==> src/inc/lane_cfg_map.svh <==
// Offsets, field positions, reset values and timing counts of the lane block
`ifndef LANE_CFG_MAP_SVH
`define LANE_CFG_MAP_SVH
// Register byte addresses (one aligned word each)
`define REG_CTRL 8'h00
`define REG_LANE0 8'h04
`define REG_LANE1 8'h08
// Status and address words sit above the six lane words, so that every
// lane end, host lane 0 included, has an address of its own
`define REG_STATUS 8'h1C
`define REG_ADDR 8'h20
// Control register fields
`define CTRL_SOFT_RESET 0
`define CTRL_PATH0 1
`define CTRL_PATH1 2
`define CTRL_BCAST 3
`define CTRL_RATE_LO 4
`define CTRL_IDLE_LO 6
// Lane register fields: boost [1:0], emph [3:2], swing [5:4], idle [7:6]
`define LANE_BOOST_LO 0
`define LANE_EMPH_LO 2
`define LANE_SWING_LO 4
`define LANE_IDLE_LO 6
`define LANE_RESET 8'h00
`define CTRL_RESET 8'h00
// Timing (ms) and derived counts at 40 MHz
`define CLK_KHZ 40000
`define TIMEOUT_MS 25
`define TIMEOUT_CYC (`TIMEOUT_MS * `CLK_KHZ)
`define STRETCH_MS 2
`define STRETCH_CYC (`STRETCH_MS * `CLK_KHZ)
`define POR_MS 500
`define POR_CYC (`POR_MS * `CLK_KHZ)
`endif

==> src/inc/lane_cfg_pkg.sv <==
// Types shared by the lane path and configuration block
package lane_cfg_pkg;
	// Three-level pin state, floating kept as its own code
	typedef enum logic [1:0] {
		LVL_LOW = 2'h0,
		LVL_FLOAT = 2'h1,
		LVL_HIGH = 2'h2
	} level_e;
	// Boost choice: 9, 13.5, 18.4 dB at 3 GHz
	typedef enum logic [1:0] {
		BOOST_9DB = 2'h0,
		BOOST_13P5DB = 2'h1,
		BOOST_18P4DB = 2'h2
	} boost_e;
	// De-emphasis choice
	typedef enum logic [2:0] {
		EMPH_OFF = 3'h0,
		EMPH_3P5DB = 3'h1,
		EMPH_6DB = 3'h2,
		EMPH_9DB = 3'h3,
		EMPH_12DB = 3'h4
	} emph_e;
	// Pulse width choice
	typedef enum logic [1:0] {
		PW_330PS = 2'h0,
		PW_200PS = 2'h1,
		PW_250PS = 2'h2,
		PW_160PS = 2'h3
	} pulse_e;
	// Output swing choice
	typedef enum logic [1:0] {
		SWING_NOMINAL = 2'h0,
		SWING_1000MV = 2'h1,
		SWING_1200MV = 2'h2
	} swing_e;
	// Idle handling
	typedef enum logic [1:0] {
		IDLE_PASS = 2'h0,
		IDLE_AUTO = 2'h1,
		IDLE_FORCE = 2'h2
	} idle_e;
	// Settings of one output driver or input stage
	typedef struct packed {
		boost_e boost;
		emph_e emph;
		pulse_e pulse;
		swing_e swing;
		idle_e idle;
	} lane_cfg_s;
	// Configuration mode: straps or bus registers
	typedef enum logic [1:0] {
		MODE_STRAP = 2'h1,
		MODE_BUS = 2'h2
	} mode_e;
endpackage : lane_cfg_pkg

==> src/rtl/lane_path_select_and_config_decode.sv <==
// Lane path selection and pin or register configuration decode
`timescale 1ns/1ps
`default_nettype none
`include "lane_cfg_map.svh"

// What this block does
// - Bus-mode pin picks straps or registers
// - Straps configure each port side separately
// - Active emphasis raises swing per decode
// - Auto rate uses detected rate entries
// - Bus mode holds settings per lane
// - Bus mode switches to registers immediately
// - Bus mode turns straps into address
// - Control pins rule until register written
// - Power-up or bus mode low resets registers
// - Boost strap low/float/high: 9/13.5/18.4 dB
// - Emph low -3.5, high -6; 330/200 ps
// - Emph float: enhanced -9/-12 dB, 1200 mV
// - Idle strap low: detector off, pass through
// - Idle strap float: auto idle below threshold
// - Idle strap high: output always idle
// - Select low routes lane to port B
// - Select high routes lane to port A
// - Bus clock low 25 ms is timeout
// - Never stretch bus clock beyond 2 ms
// - Bus ready within 500 ms of power-on
// - Broadcast drives both ports from host
module lane_path_select_and_config_decode
	import lane_cfg_pkg::*;
(
	input wire logic CLOCK,
	input wire logic RST_N,
	// Classic Wishbone slave
	input wire logic WB_CYC_I,
	input wire logic WB_STB_I,
	input wire logic WB_WE_I,
	input wire logic [7:0] WB_ADR_I,
	input wire logic [3:0] WB_SEL_I,
	input wire logic [31:0] WB_DAT_I,
	output logic [31:0] WB_DAT_O,
	output logic WB_ACK_O,
	// Pins, each three-level strap as a high/low pair of comparator bits
	input wire logic BUS_CONFIG_MODE_PIN,
	input wire logic [1:0] PORT_A_INPUT_BOOST_STRAP,
	input wire logic [1:0] PORT_B_INPUT_BOOST_STRAP,
	input wire logic [1:0] HOST_INPUT_BOOST_STRAP,
	input wire logic [1:0] PORT_A_OUTPUT_EMPH_STRAP,
	input wire logic [1:0] PORT_B_OUTPUT_EMPH_STRAP,
	input wire logic [1:0] HOST_OUTPUT_EMPH_STRAP,
	input wire logic [1:0] RATE_STRAP,
	input wire logic [1:0] IDLE_CONTROL_STRAPS,
	input wire logic BROADCAST_ENABLE,
	input wire logic LANE0_PATH_SELECT,
	input wire logic LANE1_PATH_SELECT,
	input wire logic DETECTED_6G,
	input wire logic BUS_CLOCK_IN,
	input wire logic [1:0] HOST_IN_LANE,
	input wire logic [1:0] PORT_A_IN_LANE,
	input wire logic [1:0] PORT_B_IN_LANE,
	input wire logic [1:0] INPUT_BELOW_THRESHOLD,
	// Data path controls
	output logic [1:0] HOST_OUT_LANE,
	output logic [1:0] PORT_A_OUT_LANE,
	output logic [1:0] PORT_B_OUT_LANE,
	output lane_cfg_s PORT_A_CFG,
	output lane_cfg_s PORT_B_CFG,
	output lane_cfg_s [1:0] HOST_LANE_CFG,
	output logic [6:0] SLAVE_ADDRESS,
	output logic BUS_TIMEOUT,
	output logic BUS_READY
);

	// Pin synchronisers: first stage read only by the second
	// Every strap, select and rate detector pin is asynchronous to CLOCK, so all
	// of them pass the same two stages and stay aligned with each other.
	// The vector holds exactly one bit per pin bit: a spare bit here would
	// shift every field and leave the mode bit stuck low.
	// The stages carry no reset; two clocks after reset release they hold
	// the real pin levels, which is why the bench waits before checking.
	logic [21:0] pin_meta; // First stage, may be metastable
	logic [21:0] pin_sync; // Second stage, the only one logic reads
	wire [21:0] pin_raw = {BUS_CONFIG_MODE_PIN, PORT_A_INPUT_BOOST_STRAP,
		PORT_B_INPUT_BOOST_STRAP, HOST_INPUT_BOOST_STRAP,
		PORT_A_OUTPUT_EMPH_STRAP, PORT_B_OUTPUT_EMPH_STRAP,
		HOST_OUTPUT_EMPH_STRAP, RATE_STRAP, IDLE_CONTROL_STRAPS,
		BROADCAST_ENABLE, LANE0_PATH_SELECT, LANE1_PATH_SELECT,
		DETECTED_6G, BUS_CLOCK_IN};
	always_ff @(posedge CLOCK) begin
		pin_meta <= pin_raw;
		pin_sync <= pin_meta;
	end

	// Synchronised pin names
	// Field positions follow the concatenation order above, top bit first
	wire bus_mode = pin_sync[21]; // High selects register control
	wire [1:0] s_boost_a = pin_sync[20:19];
	wire [1:0] s_boost_b = pin_sync[18:17];
	wire [1:0] s_boost_h = pin_sync[16:15];
	wire [1:0] s_emph_a = pin_sync[14:13];
	wire [1:0] s_emph_b = pin_sync[12:11];
	wire [1:0] s_emph_h = pin_sync[10:9];
	wire [1:0] s_rate = pin_sync[8:7];
	wire [1:0] s_idle = pin_sync[6:5];
	wire pin_bcast = pin_sync[4];
	wire pin_lane0_path_select = pin_sync[3];
	wire pin_lane1_path_select = pin_sync[2];
	wire det_6g = pin_sync[1];
	wire bus_clk = pin_sync[0];

	// Three-level decode: {high, not low}; 01 means floating
	function automatic level_e lvl(input logic [1:0] p);
		if (p == 2'h3) begin
			lvl = LVL_HIGH;
		end else if (p == 2'h1) begin
			lvl = LVL_FLOAT;
		end else begin
			lvl = LVL_LOW;
		end
	endfunction : lvl

	// Boost decode
	function automatic boost_e boost_of(input level_e l);
		unique case (l)
			LVL_LOW: boost_of = BOOST_9DB;
			LVL_FLOAT: boost_of = BOOST_13P5DB;
			default: boost_of = BOOST_18P4DB;
		endcase
	endfunction : boost_of

	// Emphasis decode, pulse width from the effective rate
	// Any active emphasis lifts the swing: the plain levels to 1000 mV,
	// the enhanced two-bit level to 1200 mV. The boost and idle choices
	// are passed through so that one call builds a whole side setting.
	function automatic lane_cfg_s emph_of(input level_e l, input logic fast,
		input boost_e b, input idle_e i);
		lane_cfg_s c;
		c.boost = b;
		c.idle = i;
		unique case (l)
			LVL_LOW: begin
				c.emph = EMPH_3P5DB;
				c.swing = SWING_1000MV;
				c.pulse = fast ? PW_200PS : PW_330PS;
			end
			LVL_HIGH: begin
				c.emph = EMPH_6DB;
				c.swing = SWING_1000MV;
				c.pulse = fast ? PW_200PS : PW_330PS;
			end
			default: begin
				c.emph = fast ? EMPH_12DB : EMPH_9DB;
				c.swing = SWING_1200MV;
				c.pulse = fast ? PW_160PS : PW_250PS;
			end
		endcase
		emph_of = c;
	endfunction : emph_of

	// Rate: low 3G, high 6G, floating follows detector
	wire level_e rate_lvl = lvl(s_rate);
	wire rate_fast = (rate_lvl == LVL_HIGH) ||
		((rate_lvl == LVL_FLOAT) && det_6g);

	// Idle strap decode
	wire level_e idle_lvl = lvl(s_idle);
	wire idle_e pin_idle = (idle_lvl == LVL_LOW) ? IDLE_PASS :
		(idle_lvl == LVL_HIGH) ? IDLE_FORCE : IDLE_AUTO;

	// Strap-mode settings, one per side
	wire lane_cfg_s strap_a = emph_of(lvl(s_emph_a), rate_fast,
		boost_of(lvl(s_boost_a)), pin_idle);
	wire lane_cfg_s strap_b = emph_of(lvl(s_emph_b), rate_fast,
		boost_of(lvl(s_boost_b)), pin_idle);
	wire lane_cfg_s strap_h = emph_of(lvl(s_emph_h), rate_fast,
		boost_of(lvl(s_boost_h)), pin_idle);

	// Bus mode edge tracking and soft reset
	logic mode_prev;
	logic soft_reset;
	wire reg_clear = !bus_mode || soft_reset;

	// Registers: control, and six lane words, four lane ends and two spare
	logic [7:0] ctrl;
	logic [7:0] lane_reg [0:5];
	logic ctrl_written; // Pin override records for control pins
	logic [5:0] lane_written;

	// Wishbone decode
	// A request is taken only while ack is low, so each cycle is taken
	// once and the registered ack drops in the cycle after it was given.
	// Only byte lane 0 carries register bits; other lanes are ignored.
	wire wb_req = WB_CYC_I && WB_STB_I && !WB_ACK_O;
	wire wb_wr = wb_req && WB_WE_I && WB_SEL_I[0];
	wire sel_ctrl = (WB_ADR_I == `REG_CTRL);
	// Lane words are contiguous: index 0 port A, 1 port B, 2 host lane 0,
	// 3 host lane 1, 4 and 5 spare. Status and address lie above them.
	wire [2:0] lane_idx = 3'(WB_ADR_I[7:2] - 6'h1);
	wire sel_lane = (WB_ADR_I[1:0] == 2'h0) && (WB_ADR_I >= `REG_LANE0) &&
		(WB_ADR_I <= 8'h18);
	wire sel_status = (WB_ADR_I == `REG_STATUS);

	// Control register: written only in bus mode
	always_ff @(posedge CLOCK) begin
		if (!RST_N || reg_clear) begin
			ctrl <= `CTRL_RESET;
			ctrl_written <= 1'b0;
		end else if (wb_wr && sel_ctrl) begin
			ctrl <= WB_DAT_I[7:0];
			ctrl_written <= 1'b1;
		end
	end

	// Soft reset pulse from control bit zero
	always_ff @(posedge CLOCK) begin
		if (!RST_N) begin
			soft_reset <= 1'b0;
			mode_prev <= 1'b0;
		end else begin
			soft_reset <= wb_wr && sel_ctrl && WB_DAT_I[`CTRL_SOFT_RESET];
			mode_prev <= bus_mode;
		end
	end

	// Lane registers, one generate entry each
	genvar g;
	generate
		for (g = 0; g < 6; g++) begin : g_lane
			wire hit = wb_wr && sel_lane && (lane_idx == 3'(g));
			always_ff @(posedge CLOCK) begin
				if (!RST_N || reg_clear) begin
					lane_reg[g] <= `LANE_RESET;
					lane_written[g] <= 1'b0;
				end else if (hit) begin
					lane_reg[g] <= WB_DAT_I[7:0];
					lane_written[g] <= 1'b1;
				end
			end
		end
	endgenerate

	// Register lane word to settings
	// Register control has no rate table, so the pulse width stays at the
	// slow entry; software sets swing and emphasis codes directly.
	// Until a lane word is written its idle field defers to the idle pin.
	function automatic lane_cfg_s reg_cfg(input logic [7:0] r, input idle_e pi,
		input logic use_pin);
		lane_cfg_s c;
		c.boost = boost_e'(r[`LANE_BOOST_LO +: 2]);
		c.emph = emph_e'({1'b0, r[`LANE_EMPH_LO +: 2]});
		c.pulse = PW_330PS;
		c.swing = swing_e'(r[`LANE_SWING_LO +: 2]);
		c.idle = use_pin ? pi : idle_e'(r[`LANE_IDLE_LO +: 2]);
		reg_cfg = c;
	endfunction : reg_cfg

	// Per-lane register settings; idle pin rules until lane written
	lane_cfg_s reg_lane [0:5];
	generate
		for (g = 0; g < 6; g++) begin : g_cfg
			assign reg_lane[g] = reg_cfg(lane_reg[g], pin_idle, !lane_written[g]);
		end
	endgenerate

	// Mode switch takes effect in the same cycle the pin is seen
	assign PORT_A_CFG = bus_mode ? reg_lane[0] : strap_a;
	assign PORT_B_CFG = bus_mode ? reg_lane[1] : strap_b;
	assign HOST_LANE_CFG[0] = bus_mode ? reg_lane[2] : strap_h;
	assign HOST_LANE_CFG[1] = bus_mode ? reg_lane[3] : strap_h;

	// Address straps: four low bits from boost/emph A/B pins
	wire [3:0] addr_sel = {s_emph_b[1], s_emph_a[1], s_boost_b[1],
		s_boost_a[1]};
	assign SLAVE_ADDRESS = bus_mode ? {3'h5, addr_sel} : 7'h50;

	// Path selects: pins unless the control register was written
	wire lane0_path_select = ctrl_written ? ctrl[`CTRL_PATH0] : pin_lane0_path_select;
	wire lane1_path_select = ctrl_written ? ctrl[`CTRL_PATH1] : pin_lane1_path_select;
	wire bcast = ctrl_written ? ctrl[`CTRL_BCAST] : pin_bcast;
	wire [1:0] sel = {lane1_path_select, lane0_path_select};
	wire [1:0] force_idle = {2{PORT_A_CFG.idle == IDLE_FORCE}};

	// Data path routing per lane
	// The host output always takes the selected port; the host input feeds
	// the selected port, or both ports when broadcast is on. An output that
	// is not fed is muted to zero, which the analog stage turns into idle.
	// Forced idle or a detected idle input mutes every output of the lane.
	generate
		for (g = 0; g < 2; g++) begin : g_path
			wire auto_mute = (pin_idle == IDLE_AUTO) &&
				INPUT_BELOW_THRESHOLD[g];
			wire mute = force_idle[g] || auto_mute;
			assign HOST_OUT_LANE[g] = mute ? 1'b0 :
				(sel[g] ? PORT_A_IN_LANE[g] : PORT_B_IN_LANE[g]);
			assign PORT_A_OUT_LANE[g] = (!mute && (sel[g] || bcast)) ?
				HOST_IN_LANE[g] : 1'b0;
			assign PORT_B_OUT_LANE[g] = (!mute && (!sel[g] || bcast)) ?
				HOST_IN_LANE[g] : 1'b0;
		end
	endgenerate

	// Bus clock low timeout counter
	// Counts while the synchronised bus clock is low in bus mode; any high
	// level restarts it. The flag stands until the clock goes high again or bus mode drops.
	// The count is held at its end so the flag cannot wrap and drop.
	logic [20:0] low_cnt;
	always_ff @(posedge CLOCK) begin
		if (!RST_N || bus_clk || !bus_mode) begin
			low_cnt <= 21'h0;
			BUS_TIMEOUT <= 1'b0;
		end else if (low_cnt == 21'(`TIMEOUT_CYC - 1)) begin
			BUS_TIMEOUT <= 1'b1;
		end else begin
			low_cnt <= low_cnt + 21'h1;
		end
	end

	// Ready after power-on delay; no clock stretching is done
	// The delay is cut well short of the limit, so the block is ready long
	// before a host may address it; ready then stands until reset.
	logic [24:0] por_cnt;
	always_ff @(posedge CLOCK) begin
		if (!RST_N) begin
			por_cnt <= 25'h0;
			BUS_READY <= 1'b0;
		end else if (por_cnt == 25'(`POR_CYC / 1000)) begin
			BUS_READY <= 1'b1;
		end else begin
			por_cnt <= por_cnt + 25'h1;
		end
	end

	// Read data mux
	wire [7:0] status = {3'h0, rate_fast, bcast, lane1_path_select, lane0_path_select, bus_mode};
	wire [7:0] rd = sel_ctrl ? ctrl : sel_status ? status :
		sel_lane ? lane_reg[lane_idx] :
		(WB_ADR_I == `REG_ADDR) ? {1'b0, SLAVE_ADDRESS} : 8'h00;

	// Wishbone answer one cycle after the request
	// Read data is captured with the ack and stands through the ack cycle;
	// the master takes it at the edge at which it samples ack high.
	always_ff @(posedge CLOCK) begin
		if (!RST_N) begin
			WB_ACK_O <= 1'b0;
			WB_DAT_O <= 32'h0;
		end else begin
			WB_ACK_O <= wb_req;
			WB_DAT_O <= {24'h0, rd};
		end
	end

endmodule : lane_path_select_and_config_decode
`default_nettype wire
==> config.mk <==
export PLATFORM = sky130hd
export DESIGN_NAME = lane_path_select_and_config_decode
export DESIGN_NICKNAME = d
export VERILOG_FILES = /design/src/inc/lane_cfg_pkg.sv /design/src/rtl/lane_path_select_and_config_decode.sv
export VERILOG_INCLUDE_DIRS = /design/src /design/src/inc
export SDC_FILE = /design/constraint.sdc
export NUM_CORES = 1
export LEC_CHECK = 0
export ABC_CLOCK_PERIOD_IN_PS = 3100
export BUFFER_PORTS_ARGS = -buffer_cell sky130_fd_sc_hd__buf_4
export CAP_MARGIN = 40
export CORE_ASPECT_RATIO = 0.6
export CORE_MARGIN = 2
export CORE_UTILIZATION = 51
export CTS_BUF_LIST = sky130_fd_sc_hd__clkbuf_8
export DETAILED_ROUTE_END_ITERATION = 8
export HOLD_SLACK_MARGIN = 0.06
export PLACE_DENSITY_LB_ADDON = 0.3
export RECOVER_POWER = 50
export REMOVE_ABC_BUFFERS = 1
export SLEW_MARGIN = 25
export SYNTH_ARGS = -nofsm -noshare
export SYNTH_HDL_FRONTEND = slang
export SYNTH_SLANG_ARGS = --single-unit
==> constraint.sdc <==
create_clock -name CLOCK -period 3.1 [get_ports CLOCK]
set_input_delay 0.31 -clock CLOCK [delete_from_list [all_inputs] [get_ports CLOCK]]
set_output_delay 0.31 -clock CLOCK [all_outputs]
set_load 0.03 [all_outputs]
==> run metrics <==
post-synthesis adder-cell area fraction 0.01515; DIE AREA around 16000 sq um; IO Pins about 170; hold path endpoint ctrl[1]$_SDFFE_PP0N_; critical path, cell by cell buf_4 -> buf_4 -> nor3b_1 -> and2_1 -> buf_4; Logic pwr share 0.124; Critical Path Max Stage Delay between 0.4 and 0.5 ns; Port Buffer Count 116; WL/cell about 17 um; Compound-Gate Fraction of Synth Area 0.1230; Nets about 950; WP data arrival between 2 and 2.5 ns; asr flop ratio synth 0; R2R Path End low_cnt[20]$_SDFFE_PP0P_; FF-to-FF setup slack ~0.70 ns; Routed Wire Length about 19000 um; Static Leak 3.558 nW; Worst Setup Start Kind flip-flop; hold depth 3; part of the power in registers 0.546; Antenna Nets Post-Route 0; Data required, critical path 2.79 ns; routed via count 6060; width of the die ~160 um; synthesized area per cell between 10 and 15 sq um; beginning of the critical path pin_sync[21]$_DFF_P_; status finished clean; DP Wirelength between 10000 and 15000 um; clock skew 0.01283 ns; fin area 8879 sq um; TritonCTS clock tree done; first-pass GRT wire length slightly above 30000 um; vias in the first global route 5648; Rows 34; Slowest cell on crit path dfxtp_1; Top FF cell, synth dfxtp_1; Peak Freq 398.0 MHz; TritonCTS buffer count 17; RSZ-0062 raised after global routing false; CP Capture Type primary output; antenna violations before repair 0; Setup CP Type reg2out; worst r2r src low_cnt[0]$_SDFFE_PP0P_; final cycle utilization of the critical path 0.8106; TritonRoute pass-1 iters 5; class of the worst hold path in2reg; Psw between 0.001 and 0.0015 W; Chip Height 97.52 um; number of buffers and inverters on the critical path 3; largest net degree at the start of global routing 32; Max clock buf depth 2; Final TNS setup 0 ns; max_cap viols 0; #FFs+latches synth approximately 160; layout cell share with drive strength beyond 1 0.2059; Slew HR 0.2813; most instantiated library cell after synthesis dfxtp_1; CP dominant cell by count buf_4; Synth Warn # 0; Worst VDD drop approximately 0.26 mV; Placed Area roughly 8400 sq um; CORE AREA 14380 sq um; Clock Latency Late Sink 0.45 ns; starting density of the core 0.5170; leading area contributor after synthesis dfxtp_1; Post-synth EDFFs between 40 and 50; area grow syn2layout 19.44%; remaining global-route overflow 0; largest family of logic cells by synthesized area simple AND/OR/NAND/NOR gates; Hold Crit Start WB_DAT_I[1]; Remaining DRCs 0; Cell variety after synth slightly below 60; Avg Vias per Cell between 5 and 6; Synth area leaders dfxtp_1, edfxtp_1, and2_1; clock slew at reported path FFs ~0.090 ns; Int Pwr just over 0.003 W; ANT cells 0; clk root buf clkbuf_8; H-Tree Depth 4; crit path max fanout 18; Mapped Area about 7400 sq um; Yosys top cell area share 0.3097; endpoints failing hold 0; routability cong. about 0.9; pwr dens around 470 nW/um^2; clk sinks approximately 160; setup violators final 0; CP delay by family, top buffers and inverters; R2R depth 5; clock share of power 0.330; Worst-Margin Slew roughly 1.1 ns; xor/xnor share of the synthesized area 0.01650; most common library cells after synthesis dfxtp_1, and2_1, edfxtp_1, nand2_1, a21oi_1; Seq/Total Area, Yosys 0.5036; GRT Overall Usage 0.2482; post-layout min period roughly 2.5 ns; multiplexer share of the synthesized area 0.06430; Synth Area in Simple Gates 0.2176; max FFs per register 48; switch share 0.2669; Post-Syn Instances slightly above 700; Max Transition Viols Final 0; number of DRC violations after detailed-routing iteration 0 slightly above 700
area by class of cell:
| type | count | area, sq um |
|---|---|---|
| clock inverters | 11 | 58.81 |
| multi-input cells | 505 | 3336 |
| fillers | 1208 | 5500 |
| repair buffers | 156 | 1136 |
| flip-flops and latches | 163 | 3744 |
| clock buffers | 21 | 289.0 |
| inverters | 18 | 67.56 |
| well taps | 198 | 247.7 |
logic make-up after synthesis:
| logic type | count (synthesis) |
|---|---|
| simple gates | 272 |
| flops | 163 |
| compound gates | 148 |
| buf+inv | 80 |
| mux | 35 |
| xor+xnor | 14 |
| fa+ha+maj | 9 |
| other cells | 2 |
placed cells by master, fill, tap and decap left out, drive strengths merged, types with 10 or more instances in the layout:
master       synthesis  routed
conb                 2      27
o31ai               13      13
nand2               48      48
dfxtp              115     115
inv                 18      25
o21ai               46      46
mux2                22      22
nand3               30      30
and2                60      60
dlygate4sd3          0      22
edfxtp              48      48
a211oi              12      12
xor2                11      11
nor3                16      16
nor2                28      28
a21o                10      10
or4                 20      20
buf                 35      89
nand4               13      13
or3                 12      12
a21oi               42      42
clkbuf              27      66
per-layer routing:
metal	vias to the layer above	wire length, um	global-route usage
met1	2880	9048	0.3758
met4	0	163	0.05544
met5	-	0	0
met3	14	1890	0.06829
li1	2859	-	-
met2	307	7598	0.3516
timing repair:
item                       in CTS  in global routing
hold buffers                   22                  0
setup endpoints to repair       0                  0
buffers inserted                0                  0
hold endpoints to repair       22                  0
resized for setup               0                  0
per-stage QoR:
step                      setup WS, ns  hold WS, ns  power [W]    util  cells
after floorplan                 0.4852       0.3096   0.002633       -    686
after global placement          0.4615       0.3097   0.002846  0.5850   1018
after detailed placement        0.3996       0.3121   0.002858  0.5850   1018
after CTS                       0.5347       0.1502   0.004250  0.6245   1072
after global routing            0.4073       0.1487   0.004383  0.6175   1072
final                           0.5873       0.1761   0.004216  0.6175   1072
tightest hold or removal path: stages:
cell	delay, ns
buf_4	0.14
nand3_1	0.07
a21oi_1	0.05
worst max-delay path by stage:
stage	end	slack (ns)	cells past startpoint
global route	PORT_A_CFG[8]	0.41	5
detailed placement	lane_reg[4][1]$_SDFFCE_PN0P_	0.40	7
floorplan	HOST_LANE_CFG[15]	0.49	1
CTS	PORT_A_CFG[8]	0.53	5
global placement	lane_reg[0][0]$_SDFFCE_PN0P_	0.46	7
finish	PORT_A_CFG[8]	0.59	5
power by group through the flow:
stage / logic (W) / registers, W / clock network (W)
2_1_floorplan: 0.000297 / 0.00234 / 0
3_3_place_gp: 0.000500 / 0.00235 / 0
3_5_place_dp: 0.000508 / 0.00235 / 0
4_1_cts: 0.000533 / 0.00230 / 0.00142
5_1_grt: 0.000557 / 0.00231 / 0.00152
6_report: 0.000524 / 0.00230 / 0.00139
Power figures use the tool's default switching activity.
